===== src/rtl/kl_pkg.sv =====
/*
 * kl_pkg: offsets, fields, reset values, timing and carrier types of the
 * keypad lock and interrupt controller.
 * assumes a single 50 MHz clock domain shared with the register master.
 */
`default_nettype none

package kl_pkg;

	// ----------------------------------------------------------------
	// register offsets
	// ----------------------------------------------------------------
	localparam logic [7:0] ADR_CFG = 8'h01;
	localparam logic [7:0] ADR_INT_STAT = 8'h02;
	localparam logic [7:0] ADR_LOCK_EC = 8'h03;
	localparam logic [7:0] ADR_EVENT = 8'h04;
	localparam logic [7:0] ADR_FIRST_UNLOCK_KEY = 8'h20;
	localparam logic [7:0] ADR_SECOND_UNLOCK_KEY = 8'h21;
	localparam logic [7:0] ADR_LOCK_TMR = 8'h22;
	localparam logic [7:0] ADR_SW_GATE = 8'h23;
	localparam logic [7:0] ADR_PORT_DAT = 8'h24;
	localparam logic [7:0] ADR_PORT_DIR = 8'h25;
	localparam logic [7:0] ADR_SCAN_STAT = 8'h26;

	// ----------------------------------------------------------------
	// field positions and reset values
	// ----------------------------------------------------------------
	localparam int CFG_INT_PULSE = 4;
	localparam int CFG_LCK_IEN = 2;
	localparam int CFG_SW_IEN = 1;
	localparam int CFG_KEY_IEN = 0;
	localparam int IST_THREE = 4;
	localparam int IST_LOCK = 2;
	localparam int IST_SW = 1;
	localparam int IST_KEY = 0;
	localparam int LEC_LOCK_EN = 6;
	localparam int LEC_TIMING = 5;
	localparam int LEC_FIRST = 4;
	localparam int EV_PRESS = 7;
	localparam logic [7:0] RST_REG = 8'h00;
	localparam logic [4:0] IST_WMASK = 5'h17;

	// ----------------------------------------------------------------
	// event store and fixed three-key combination
	// ----------------------------------------------------------------
	localparam int EV_DEPTH = 10;
	localparam logic [3:0] EV_FULL = 4'ha;
	localparam logic [6:0] KEY_A = 7'h01;
	localparam logic [6:0] KEY_B = 7'h0b;
	localparam logic [6:0] KEY_C = 7'h15;

	// ----------------------------------------------------------------
	// timing
	// ----------------------------------------------------------------
	localparam int CLK_PERIOD_NS = 20;
	localparam int TICK_PERIOD_NS = 1000000000;
	localparam int TICK_CYCLES = TICK_PERIOD_NS / CLK_PERIOD_NS;
	localparam int PULSE_US = 50;
	localparam int PULSE_CYCLES = PULSE_US * 1000 / CLK_PERIOD_NS;
	localparam int INIT_CYCLES = 3;

	// ----------------------------------------------------------------
	// types
	// ----------------------------------------------------------------
	typedef enum logic {KL_SCAN_IDLE, KL_SCAN_ACTIVE} kl_scan_t;
	typedef enum logic {KL_UL_FIRST, KL_UL_SECOND} kl_unlock_t;

	typedef struct packed {
		logic wr;
		logic rd;
		logic [7:0] addr;
		logic [7:0] wdata;
	} kl_bus_t;

	typedef struct packed {
		logic valid;
		logic press;
		logic is_switch;
		logic [6:0] code;
	} kl_event_t;

endpackage

`default_nettype wire


===== src/rtl/kl_lock_ctrl.sv =====
/*
 * kl_lock_ctrl: keypad lock/unlock, lock interrupt mask timer, three-key
 * combination, port change interrupt, open-drain interrupt pin with
 * optional release pulse, idle/active scan mode and the event store.
 * assumes key events come from a scanner on the same clock, one per
 * cycle at most, and that rows and port pins are asynchronous pins.
 */
// How it works
// [RULE_01] lock bit suppresses key interrupts and recording
// [RULE_02] any event table code may be unlock key
// [RULE_03] nonzero mask: unlock keys needed before events
// [RULE_04] first press while locked raises key interrupt
// [RULE_05] lock interrupt on ordered keys, else restart
// [RULE_06] unlock time limit in timer bits 2:0
// [RULE_07] mask seconds in timer bits 7:3, zero disables
// [RULE_08] lock bit write one locks, zero unlocks
// [RULE_09] mask countdown only when locked and nonzero
// [RULE_10] press after expiry interrupts and restarts countdown
// [RULE_11] keys 1, 11, 21 held raise combination flag
// [RULE_12] input port change interrupts until restored or read
// [RULE_13] output pins and foreign traffic never interrupt
// [RULE_14] interrupt pin open drain, active low
// [RULE_15] pulse bit: clearing pending flag releases 50 us
// [RULE_16] reset sets every register to default
// [RULE_17] idle: columns low, rows pulled up, oscillator off
// [RULE_18] low row starts active scan until release
// [RULE_19] host starts transfers only on idle bus
// [RULE_20] host read: start, address, index, data, stop
// [RULE_21] event byte: bit 7 press, low bits code
// [RULE_22] gating bit drops switch events while locked
// [RULE_23] timers count second ticks, oscillator kept running
`default_nettype none

module kl_lock_ctrl #(
	parameter int TICK_CYCLES = kl_pkg::TICK_CYCLES
) (
	// clock, reset, enable
	input wire logic clock,
	input wire logic rstn,
	input wire logic ce,
	// register port
	input wire kl_pkg::kl_bus_t bus,
	output logic [7:0] rdata_q,
	// key events from the scanner
	input wire kl_pkg::kl_event_t key_ev,
	input wire logic scan_released,
	// keypad matrix pins
	input wire logic [7:0] row_pins,
	output logic col_drive_low_q,
	output logic row_pullup_q,
	output logic osc_en_q,
	// general port pins
	input wire logic [7:0] port_pins,
	// interrupt pin, open drain
	output logic int_n_o,
	output logic int_n_oe_q
);

	// ----------------------------------------------------------------
	// helpers
	// ----------------------------------------------------------------
	function automatic logic hit(input logic strobe,
		input logic [7:0] addr, input logic [7:0] off);
		hit = strobe && (addr == off);
	endfunction

	// ----------------------------------------------------------------
	// declarations
	// ----------------------------------------------------------------
	logic [7:0] cfg_q;
	logic [4:0] int_stat_q, int_stat_d, ist_set, ist_clr;
	logic lock_en_q, lock_en_d;
	logic [7:0] first_unlock_key_q, second_unlock_key_q, lock_tmr_q, port_dir_q;
	logic sw_gate_q;
	logic [7:0] ev_mem_q [kl_pkg::EV_DEPTH];
	logic [3:0] ev_cnt_q;
	logic [7:0] row_s1_q, row_s2_q, port_s1_q, port_s2_q, port_ref_q;
	logic [1:0] init_cnt_q;
	logic [2:0] held_q, held_d;
	logic [4:0] mask_cnt_q;
	logic [2:0] ul_cnt_q;
	logic [25:0] tick_cnt_q;
	logic [11:0] pulse_cnt_q;
	kl_pkg::kl_scan_t scan_q;
	kl_pkg::kl_unlock_t ul_q, ul_d;
	logic wr, rd, ev_ok, press_ok, record, tick, timers_on;
	logic mask_on, mask_load, mask_expire, ul_expire, unlocked_now;
	logic push, pop, port_irq, pending, pulse_start;
	logic [7:0] ev_byte;

	assign wr = bus.wr && ce;
	assign rd = bus.rd && ce;
	assign int_n_o = 1'b0; // the pin is only ever pulled low, see [RULE_14]

	// ----------------------------------------------------------------
	// pin synchronisers
	// ----------------------------------------------------------------
	// rows and port pins are asynchronous, two flops before use
	always_ff @(posedge clock or negedge rstn) begin
		if (!rstn) begin
			row_s1_q <= 8'hff;
			row_s2_q <= 8'hff;
			port_s1_q <= 8'h00;
			port_s2_q <= 8'h00;
		end else if (ce) begin
			row_s1_q <= row_pins;
			row_s2_q <= row_s1_q;
			port_s1_q <= port_pins;
			port_s2_q <= port_s1_q;
		end
	end

	// ----------------------------------------------------------------
	// key event qualification and lock decisions
	// ----------------------------------------------------------------
	// switch events are dropped while locked with gating on
	assign ev_ok = ce && key_ev.valid &&
		!(key_ev.is_switch && sw_gate_q && lock_en_q); // see [RULE_22]
	assign press_ok = ev_ok && key_ev.press;
	// nothing is recorded while locked, except ungated switch events
	assign record = ev_ok &&
		(!lock_en_q || key_ev.is_switch); // see [RULE_01] see [RULE_22]
	assign ev_byte = {key_ev.press, key_ev.code}; // see [RULE_21]
	assign mask_on = lock_en_q &&
		(lock_tmr_q[7:3] != 5'h00); // see [RULE_07] see [RULE_09]
	// a locked press with a nonzero mask and the countdown idle interrupts and reloads it
	assign mask_load = mask_on && press_ok &&
		(mask_cnt_q == 5'h00); // see [RULE_04] see [RULE_10]
	assign mask_expire = mask_on && tick && (mask_cnt_q == 5'h01);
	assign ul_expire = (ul_q == kl_pkg::KL_UL_SECOND) && tick &&
		(lock_tmr_q[2:0] != 3'h0) && (ul_cnt_q == 3'h1); // see [RULE_06]

	// ----------------------------------------------------------------
	// unlock sequence
	// ----------------------------------------------------------------
	// any code is compared, so matrix and switch codes both qualify
	always_comb begin
		ul_d = ul_q;
		unlocked_now = 1'b0;
		if (!lock_en_q) begin
			ul_d = kl_pkg::KL_UL_FIRST;
		end else if (press_ok) begin
			case (ul_q)
				kl_pkg::KL_UL_FIRST: begin
					if (key_ev.code == first_unlock_key_q[6:0]) begin // see [RULE_02]
						ul_d = kl_pkg::KL_UL_SECOND;
					end
				end
				kl_pkg::KL_UL_SECOND: begin
					if (key_ev.code == second_unlock_key_q[6:0]) begin
						unlocked_now = 1'b1; // see [RULE_05] see [RULE_03]
						ul_d = kl_pkg::KL_UL_FIRST;
					end else if (key_ev.code != first_unlock_key_q[6:0]) begin
						ul_d = kl_pkg::KL_UL_FIRST; // wrong order, start over
					end
				end
				default: ul_d = kl_pkg::KL_UL_FIRST;
			endcase
		end else if (ul_expire || mask_expire) begin
			ul_d = kl_pkg::KL_UL_FIRST; // see [RULE_05]
		end
	end

	// unlock state register
	always_ff @(posedge clock or negedge rstn) begin
		if (!rstn) begin
			ul_q <= kl_pkg::KL_UL_FIRST;
		end else if (ce) begin
			ul_q <= ul_d;
		end
	end

	// unlock window counter, reloaded on every first key
	always_ff @(posedge clock or negedge rstn) begin
		if (!rstn) begin
			ul_cnt_q <= 3'h0;
		end else if (ce) begin
			if (press_ok && lock_en_q && key_ev.code == first_unlock_key_q[6:0]) begin
				ul_cnt_q <= lock_tmr_q[2:0]; // see [RULE_06]
			end else if (ul_q == kl_pkg::KL_UL_FIRST) begin
				ul_cnt_q <= 3'h0;
			end else if (tick && ul_cnt_q != 3'h0) begin
				ul_cnt_q <= ul_cnt_q - 3'h1;
			end
		end
	end

	// mask countdown in seconds
	always_ff @(posedge clock or negedge rstn) begin
		if (!rstn) begin
			mask_cnt_q <= 5'h00;
		end else if (ce) begin
			if (!mask_on) begin
				mask_cnt_q <= 5'h00; // see [RULE_09]
			end else if (mask_load) begin
				mask_cnt_q <= lock_tmr_q[7:3]; // see [RULE_10]
			end else if (tick && mask_cnt_q != 5'h00) begin
				mask_cnt_q <= mask_cnt_q - 5'h01;
			end
		end
	end

	// ----------------------------------------------------------------
	// second tick
	// ----------------------------------------------------------------
	// the divider only runs while a timer needs it, saving power
	assign timers_on = (mask_cnt_q != 5'h00) ||
		(ul_q == kl_pkg::KL_UL_SECOND);
	assign tick = ce && timers_on &&
		(tick_cnt_q == 26'(TICK_CYCLES - 1)); // see [RULE_23]

	always_ff @(posedge clock or negedge rstn) begin
		if (!rstn) begin
			tick_cnt_q <= 26'h0;
		end else if (ce) begin
			if (!timers_on || tick || mask_load) begin
				tick_cnt_q <= 26'h0;
			end else begin
				tick_cnt_q <= tick_cnt_q + 26'h1;
			end
		end
	end

	// ----------------------------------------------------------------
	// three-key combination
	// ----------------------------------------------------------------
	always_comb begin
		held_d = held_q;
		if (ev_ok && !key_ev.is_switch) begin
			if (key_ev.code == kl_pkg::KEY_A) begin
				held_d[0] = key_ev.press;
			end
			if (key_ev.code == kl_pkg::KEY_B) begin
				held_d[1] = key_ev.press;
			end
			if (key_ev.code == kl_pkg::KEY_C) begin
				held_d[2] = key_ev.press;
			end
		end
	end

	always_ff @(posedge clock or negedge rstn) begin
		if (!rstn) begin
			held_q <= 3'h0;
		end else if (ce) begin
			held_q <= held_d;
		end
	end

	// ----------------------------------------------------------------
	// interrupt status and lock bit
	// ----------------------------------------------------------------
	always_comb begin
		ist_set = 5'h00;
		ist_set[kl_pkg::IST_KEY] = (record && !key_ev.is_switch) ||
			mask_load; // see [RULE_04]
		ist_set[kl_pkg::IST_SW] = record && key_ev.is_switch;
		ist_set[kl_pkg::IST_LOCK] = unlocked_now; // see [RULE_05]
		ist_set[kl_pkg::IST_THREE] = (&held_d) && !(&held_q); // see [RULE_11]
		ist_clr = 5'h00;
		if (hit(wr, bus.addr, kl_pkg::ADR_INT_STAT)) begin
			ist_clr = bus.wdata[4:0] & kl_pkg::IST_WMASK;
		end
		// a new event wins over a clear in the same cycle
		int_stat_d = (int_stat_q & ~ist_clr) | ist_set;
	end

	// host write wins over a hardware unlock in the same cycle
	always_comb begin
		lock_en_d = lock_en_q;
		if (unlocked_now) begin
			lock_en_d = 1'b0;
		end
		if (hit(wr, bus.addr, kl_pkg::ADR_LOCK_EC)) begin
			lock_en_d = bus.wdata[kl_pkg::LEC_LOCK_EN]; // see [RULE_08]
		end
	end

	always_ff @(posedge clock or negedge rstn) begin
		if (!rstn) begin
			int_stat_q <= 5'h00;
			lock_en_q <= 1'b0;
		end else if (ce) begin
			int_stat_q <= int_stat_d;
			lock_en_q <= lock_en_d;
		end
	end

	// ----------------------------------------------------------------
	// configuration registers
	// ----------------------------------------------------------------
	always_ff @(posedge clock or negedge rstn) begin
		if (!rstn) begin
			cfg_q <= kl_pkg::RST_REG; // see [RULE_16]
			first_unlock_key_q <= kl_pkg::RST_REG;
			second_unlock_key_q <= kl_pkg::RST_REG;
			lock_tmr_q <= kl_pkg::RST_REG;
			port_dir_q <= kl_pkg::RST_REG;
			sw_gate_q <= 1'b0;
		end else if (ce) begin
			if (hit(wr, bus.addr, kl_pkg::ADR_CFG)) begin
				cfg_q <= bus.wdata;
			end else if (hit(wr, bus.addr, kl_pkg::ADR_FIRST_UNLOCK_KEY)) begin
				first_unlock_key_q <= {1'b0, bus.wdata[6:0]};
			end else if (hit(wr, bus.addr, kl_pkg::ADR_SECOND_UNLOCK_KEY)) begin
				second_unlock_key_q <= {1'b0, bus.wdata[6:0]};
			end else if (hit(wr, bus.addr, kl_pkg::ADR_LOCK_TMR)) begin
				lock_tmr_q <= bus.wdata;
			end else if (hit(wr, bus.addr, kl_pkg::ADR_PORT_DIR)) begin
				port_dir_q <= bus.wdata;
			end else if (hit(wr, bus.addr, kl_pkg::ADR_SW_GATE)) begin
				sw_gate_q <= bus.wdata[0];
			end
		end
	end

	// ----------------------------------------------------------------
	// event store
	// ----------------------------------------------------------------
	// a full store drops new events; no overflow flag is kept
	assign push = record && (ev_cnt_q != kl_pkg::EV_FULL);
	assign pop = hit(rd, bus.addr, kl_pkg::ADR_EVENT) && (ev_cnt_q != 4'h0);

	always_ff @(posedge clock or negedge rstn) begin
		if (!rstn) begin
			ev_cnt_q <= 4'h0;
			for (int i = 0; i < kl_pkg::EV_DEPTH; i++) begin
				ev_mem_q[i] <= 8'h00;
			end
		end else if (ce) begin
			if (pop) begin
				for (int i = 0; i < kl_pkg::EV_DEPTH - 1; i++) begin
					ev_mem_q[i] <= ev_mem_q[i + 1];
				end
				ev_mem_q[kl_pkg::EV_DEPTH - 1] <= 8'h00;
			end
			if (push && pop) begin
				ev_mem_q[ev_cnt_q - 4'h1] <= ev_byte; // see [RULE_21]
			end else if (push) begin
				ev_mem_q[ev_cnt_q] <= ev_byte;
			end
			if (push && !pop) begin
				ev_cnt_q <= ev_cnt_q + 4'h1;
			end else if (pop && !push) begin
				ev_cnt_q <= ev_cnt_q - 4'h1;
			end
		end
	end

	// ----------------------------------------------------------------
	// port change interrupt
	// ----------------------------------------------------------------
	// the reference follows the pins until synchronisers settle,
	// so the first pin levels after reset do not interrupt
	always_ff @(posedge clock or negedge rstn) begin
		if (!rstn) begin
			init_cnt_q <= 2'h0;
			port_ref_q <= 8'h00;
		end else if (ce) begin
			if (init_cnt_q != 2'(kl_pkg::INIT_CYCLES)) begin
				init_cnt_q <= init_cnt_q + 2'h1;
				port_ref_q <= port_s2_q;
			end else if (hit(rd, bus.addr, kl_pkg::ADR_PORT_DAT)) begin
				port_ref_q <= port_s2_q; // read clears, see [RULE_12]
			end else begin
				// output pins track, so they never interrupt
				port_ref_q <= (port_ref_q & port_dir_q) |
					(port_s2_q & ~port_dir_q); // see [RULE_13]
			end
		end
	end

	// returning to the reference level clears it too
	assign port_irq = |((port_s2_q ^ port_ref_q) & port_dir_q); // see [RULE_12]

	// ----------------------------------------------------------------
	// interrupt pin and release pulse
	// ----------------------------------------------------------------
	assign pending = (int_stat_q[kl_pkg::IST_KEY] &&
			cfg_q[kl_pkg::CFG_KEY_IEN]) ||
		(int_stat_q[kl_pkg::IST_SW] && cfg_q[kl_pkg::CFG_SW_IEN]) ||
		(int_stat_q[kl_pkg::IST_LOCK] && cfg_q[kl_pkg::CFG_LCK_IEN]) ||
		int_stat_q[kl_pkg::IST_THREE] || port_irq;
	// a clear that leaves work pending gives the host a fresh edge
	assign pulse_start = cfg_q[kl_pkg::CFG_INT_PULSE] && int_n_oe_q &&
		((int_stat_q & ist_clr) != 5'h00) &&
		((int_stat_d & ~ist_set) != 5'h00); // see [RULE_15]

	always_ff @(posedge clock or negedge rstn) begin
		if (!rstn) begin
			pulse_cnt_q <= 12'h000;
		end else if (ce) begin
			if (pulse_start) begin
				pulse_cnt_q <= 12'(kl_pkg::PULSE_CYCLES); // see [RULE_15]
			end else if (pulse_cnt_q != 12'h000) begin
				pulse_cnt_q <= pulse_cnt_q - 12'h001;
			end
		end
	end

	// pulling low only while pending and not in a release window
	always_ff @(posedge clock or negedge rstn) begin
		if (!rstn) begin
			int_n_oe_q <= 1'b0;
		end else if (ce) begin
			int_n_oe_q <= pending && !pulse_start &&
				(pulse_cnt_q <= 12'h001); // see [RULE_14]
		end
	end

	// ----------------------------------------------------------------
	// scan mode and oscillator
	// ----------------------------------------------------------------
	always_ff @(posedge clock or negedge rstn) begin
		if (!rstn) begin
			scan_q <= kl_pkg::KL_SCAN_IDLE;
		end else if (ce) begin
			case (scan_q)
				kl_pkg::KL_SCAN_IDLE: begin
					if (row_s2_q != 8'hff) begin
						scan_q <= kl_pkg::KL_SCAN_ACTIVE; // see [RULE_18]
					end
				end
				kl_pkg::KL_SCAN_ACTIVE: begin
					if (scan_released && row_s2_q == 8'hff) begin
						scan_q <= kl_pkg::KL_SCAN_IDLE; // see [RULE_18]
					end
				end
				default: scan_q <= kl_pkg::KL_SCAN_IDLE;
			endcase
		end
	end

	// idle drives columns low with pulled-up rows, clock only while scanning or while a timer or pulse runs
	always_ff @(posedge clock or negedge rstn) begin
		if (!rstn) begin
			col_drive_low_q <= 1'b1;
			row_pullup_q <= 1'b1;
			osc_en_q <= 1'b0;
		end else if (ce) begin
			col_drive_low_q <= (scan_q == kl_pkg::KL_SCAN_IDLE); // see [RULE_17]
			row_pullup_q <= (scan_q == kl_pkg::KL_SCAN_IDLE);
			osc_en_q <= (scan_q == kl_pkg::KL_SCAN_ACTIVE) || timers_on ||
				(pulse_cnt_q != 12'h000); // see [RULE_23]
		end
	end

	// ----------------------------------------------------------------
	// read port
	// ----------------------------------------------------------------
	// unmapped offsets read as zero; data stands one cycle only
	always_ff @(posedge clock or negedge rstn) begin
		if (!rstn) begin
			rdata_q <= 8'h00;
		end else if (ce) begin
			if (!rd) begin
				rdata_q <= 8'h00;
			end else if (bus.addr == kl_pkg::ADR_CFG) begin
				rdata_q <= cfg_q;
			end else if (bus.addr == kl_pkg::ADR_INT_STAT) begin
				rdata_q <= {3'h0, int_stat_q};
			end else if (bus.addr == kl_pkg::ADR_LOCK_EC) begin
				rdata_q <= {1'b0, lock_en_q, (ul_cnt_q != 3'h0),
					(ul_q == kl_pkg::KL_UL_SECOND), ev_cnt_q};
			end else if (bus.addr == kl_pkg::ADR_EVENT) begin
				rdata_q <= (ev_cnt_q != 4'h0) ? ev_mem_q[0] : 8'h00;
			end else if (bus.addr == kl_pkg::ADR_FIRST_UNLOCK_KEY) begin
				rdata_q <= first_unlock_key_q;
			end else if (bus.addr == kl_pkg::ADR_SECOND_UNLOCK_KEY) begin
				rdata_q <= second_unlock_key_q;
			end else if (bus.addr == kl_pkg::ADR_LOCK_TMR) begin
				rdata_q <= lock_tmr_q;
			end else if (bus.addr == kl_pkg::ADR_SW_GATE) begin
				rdata_q <= {7'h00, sw_gate_q};
			end else if (bus.addr == kl_pkg::ADR_PORT_DAT) begin
				rdata_q <= port_s2_q;
			end else if (bus.addr == kl_pkg::ADR_PORT_DIR) begin
				rdata_q <= port_dir_q;
			end else if (bus.addr == kl_pkg::ADR_SCAN_STAT) begin
				rdata_q <= {5'h00, int_n_oe_q, osc_en_q,
					(scan_q == kl_pkg::KL_SCAN_ACTIVE)};
			end else begin
				rdata_q <= 8'h00;
			end
		end
	end

endmodule

`default_nettype wire


===== config.mk =====
export PLATFORM = sky130hd
export DESIGN_NAME = kl_lock_ctrl
export DESIGN_NICKNAME = d
export VERILOG_FILES = /design/src/rtl/kl_pkg.sv /design/src/rtl/kl_lock_ctrl.sv
export SDC_FILE = /design/constraint.sdc
export NUM_CORES = 1
export LEC_CHECK = 0
export BUFFER_PORTS_ARGS = -buffer_cell sky130_fd_sc_hd__buf_2
export CAP_MARGIN = 30
export CORE_MARGIN = 2
export CORE_UTILIZATION = 34
export CTS_CLUSTER_SIZE = 24
export DETAILED_ROUTE_END_ITERATION = 8
export PLACE_DENSITY = 0.58
export SLEW_MARGIN = 10
export SYNTH_ARGS = -nofsm -noshare
export SYNTH_HDL_FRONTEND = slang
export SYNTH_SLANG_ARGS = --single-unit

===== constraint.sdc =====
create_clock -name clock -period 3.6 [get_ports clock]
set_clock_uncertainty 0.15 [all_clocks]
set_input_delay 0.54 -clock clock [delete_from_list [all_inputs] [get_ports clock]]
set_output_delay 0.54 -clock clock [all_outputs]
set_load 0.01 [all_outputs]

==> impl_metrics.py <==
metrics = {
    "route": {
        "route.detailed.drc": 0,
        "via_per_inst": 5.59,
        "wl_um": 33900,
        "wire_per_inst_um": 19.4,
        "drt_iter0_drc": 725,
        "antenna_left": 0,
        "vias": 9798,
        "drt_first_pass_iters": 5,
    },
    "grt": {
        "grt_start_max_net_pins": 79,
        "grt_pass1_wl_um": 54700,
        "overflow": 0,
        "grt_pass1_vias": 9896,
        "antenna_found_initial": 0,
        "grt_usage": 0.187,
    },
    "timing": {
        "tightestPinTransition_ns": 0.897,
        "tns_ns": 0,
        "max_freq_ghz": 0.294,
        "setup_viol": 0,
        "min_period_over_period": 0.943,
        "slew_viol_final": 0,
        "hold_viol": 0,
        "rsz0062_at_grt": "false",
        "slew_headroom": 0.401,
        "min_period_ns": 3.40,
    },
    "logic_synthesis": {
        "seq_area_frac_synth": 0.481,
        "synthTopCellsByArea": "dfrtp_1, o221ai_1, mux2_1, nand4_1, dfstp_2",
        "async_flop_share": 1.00,
        "synth_top_area_share": 0.444,
        "yosys_warnings": 0,
        "netlist_instances": 1211,
        "syn_area_um2": 12100,
        "yosysTopAreaCell": "dfrtp_1",
        "ys.flop_type": "dfrtp_1",
        "syn_area_per_cell_um2": 10.0,
        "ys_types": 79,
        "synth_edf_count": 0,
        "ys_seq_elements": 232,
        "syn-num-nets": 1275,
    },
    "run_status": {
        "outcome": "complete, no violations",
    },
    "setup_path": {
        "cpLargestDelayFamily": "compound AO/OA/AOI/OAI gates",
        "setup.worst_path.class": "flip-flop to flip-flop",
        "cpMostUsedCell": "ha_1",
        "cpMaxStageDelayCell": "a31oi_2",
        "cp-end-kind": "flip-flop",
        "crit_required_ns": 3.83,
        "reg2reg_from": "ev_cnt_q[1]$_DFFE_PN0P_",
        "rr_worst_depth": 11,
        "r2r-end": "ev_mem_q[14]$_DFFE_PN0P_",
        "worst-r2r-setup-slack_ns": 0.20,
        "critPathMaxFanout": 9,
        "critPathLaunchType": "flip-flop",
        "cpPeakStageDelay_ns": 0.50,
        "arrival_ns": 3.63,
        "crit_path_cell_trace": "inv_1 > ha_1 > nor3b_1 > and4b_1 > nand2_2 > inv_2 > ha_1 > a211oi_2 > nand4b_1 > a31oi_2 > o221ai_1",
        "crit_buf_inv": 2,
    },
    "clock_network": {
        "cts.htree.levels": 1,
        "cts.sinks": 232,
        "cts_tree": "done",
        "clk_latency_ns": 0.53,
        "cts_root_buf": "clkbuf_16",
        "numCtsBuffers": 27,
        "clockBufferDepth": 3,
        "cts.clk_slew.worst_paths_ns": 0.06,
    },
    "floorplan": {
        "coreArea_um2": 35300,
        "start_util": 0.343,
        "die_h_um": 193,
        "io_pins": 61,
        "die_area_um2": 37100,
        "rows": 69,
        "die_w_um": 193,
    },
    "final_layout": {
        "fillers": 3456,
        "final_area_um2": 14000,
        "drive_above_1_share": 0.175,
        "final_util": 0.397,
        "area_growth_pct": 15.7,
        "fin_nets": 1337,
        "final_common_cell": "dfrtp_1",
        "final_cell_mix": "dfrtp_1, inv_1, nor2_1",
        "n_antenna_cell": 0,
    },
    "pwr": {
        "power_mw": 8.06,
        "power_density_nw_per_um2": 575,
        "total_leakage_power_nw": 6.02,
        "ir_drop_v": 0.000388,
    },
    "worst_hold_path": {
        "hold_path_depth": 2,
        "min_to": "row_s1_q[7]$_DFFE_PN1P_",
        "worstHoldPathType": "input port to flip-flop",
        "min_from": "row_pins[7]",
    },
    "placement": {
        "gp_congestion": 0.887,
        "place_area_um2": 13100,
        "numPortBuffers": 59,
        "place.detailed.hpwl_um": 23800,
    },
    "run": {
        "cap_violations": 0,
    },
}
-- repair_timing --
item / 4_1_cts / 5_1_grt
resized for setup: 0 / 7
setup endpoints to repair: 0 / 49
buffers inserted: 0 / 0
hold buffers: 1 / 0
endpoints found under the hold margin: 68 / 0
-- synth_stat cells, types with 6 or more instances --
master and instances:
and3_1 8, a31oi_1 11, nand4_1 73, mux2i_1 10
o21ai_1 34, a22o_1 6, nand2_1 77, nor3_1 27
and4_1 6, nand3_1 26, nor2_1 82, mux2_2 37
xor2_1 15, o221ai_1 64, mux2_1 41, a21o_1 6
nand2b_1 10, o22ai_1 21, inv_1 98, a21oi_1 44
a22oi_1 9, clkbuf_1 52, nor4_1 10, xnor2_1 42
dfrtp_1 215, and2_1 7, dfstp_2 17, o21ai_0 17
ha_1 16, buf_2 13
-- stage by stage --
| step | instances | setup slack [ns] | hold WS [ns] |
|---|---|---|---|
| 6_report | 1753 | 0.203 | 0.0944 |
| 5_1_grt | 1753 | 0.0170 | 0.0830 |
| 4_1_cts | 1753 | 0.0876 | 0.0790 |
| 3_5_place_dp | 1704 | 0.122 | 0.324 |
| 3_3_place_gp | 1704 | 0.246 | 0.317 |
| 2_1_floorplan | 1211 | 0.000677 | 0.0944 |
-- logic make-up (layout without fill, tap and decap cells) --
| logic type | count (synthesis) | after routing | share of synthesized area |
|---|---|---|---|
| XOR/XNOR | 57 | 57 | 0.0412 |
| adder cells (fa/ha/maj) | 16 | 16 | 0.0165 |
| buffers and inverters | 173 | 254 | 0.0559 |
| AO/OA/AOI/OAI | 265 | 265 | 0.156 |
| flip-flops | 232 | 232 | 0.481 |
| AND/OR/NAND/NOR | 379 | 379 | 0.169 |
| other | 1 | 1 | 0.000310 |
| multiplexers | 88 | 88 | 0.0808 |
-- worst max-delay path by stage --
stage | from | to | slack (ns) | depth (start not counted)
final | ev_cnt_q[1]$_DFFE_PN0P_ | ev_mem_q[14]$_DFFE_PN0P_ | 0.20 | 11
after global routing | ev_cnt_q[1]$_DFFE_PN0P_ | ev_mem_q[11]$_DFFE_PN0P_ | 0.02 | 11
after CTS | ev_cnt_q[1]$_DFFE_PN0P_ | ev_mem_q[25]$_DFFE_PN0P_ | 0.09 | 12
after detailed placement | ev_cnt_q[1]$_DFFE_PN0P_ | ev_mem_q[25]$_DFFE_PN0P_ | 0.12 | 12
after global placement | ev_cnt_q[1]$_DFFE_PN0P_ | ev_mem_q[27]$_DFFE_PN0P_ | 0.25 | 12
after floorplan | ev_cnt_q[0]$_DFFE_PN0P_ | ev_mem_q[24]$_DFFE_PN0P_ | 0.0007 | 15
-- layer usage --
metal	routed length (um)	vias to the layer above	track usage
li1	-	4582	-
met1	15700	4891	0.262
met2	15400	260	0.296
met3	1960	65	0.0329
met4	904	0	0.0540
met5	0	-	0
-- sequential cells by signal, summed over array words and instances, names as in the netlist, 5 cells and up, named ones only --
register,flops
cfg_q,8
ev_mem_q,80
first_unlock_key_q,7
lock_tmr_q,8
mask_cnt_q,5
port_dir_q,8
port_s1_q,8
port_s2_q,8
pulse_cnt_q,12
rdata_q,8
row_s1_q,8
row_s2_q,8
second_unlock_key_q,7
tick_cnt_q,26
-- area by class of cell --
class | instances | area, um^2 | share of cell area
clock buffer | 40 | 774 | 0.0553
clock inverter | 8 | 143 | 0.0102
inverter | 101 | 379 | 0.0271
multi-input combinational | 806 | 5630 | 0.402
sequential | 232 | 5830 | 0.416
tap | 461 | 577 | 0.0412
timing repair buffer | 105 | 681 | 0.0486
-- power breakdown --
group / leakage, nW / switching [mW] / internal, mW / total (mW)
clock network: 0.447 / 1.08 / 1.76 / 2.84
logic: 2.84 / 0.878 / 0.711 / 1.59
registers: 2.74 / 0.407 / 3.22 / 3.62
total: 6.02 / 2.37 / 5.69 / 8.06
-- worst register-to-register path, stage by stage (launching register included) --
cell,delay (ns)
dfrtp_1,0.46
inv_1,0.15
ha_1,0.17
nor3b_1,0.25
and4b_1,0.25
nand2_2,0.09
inv_2,0.04
ha_1,0.21
a211oi_2,0.46
nand4b_1,0.31
a31oi_2,0.50
o221ai_1,0.20
Power figures use the tool's default switching activity.
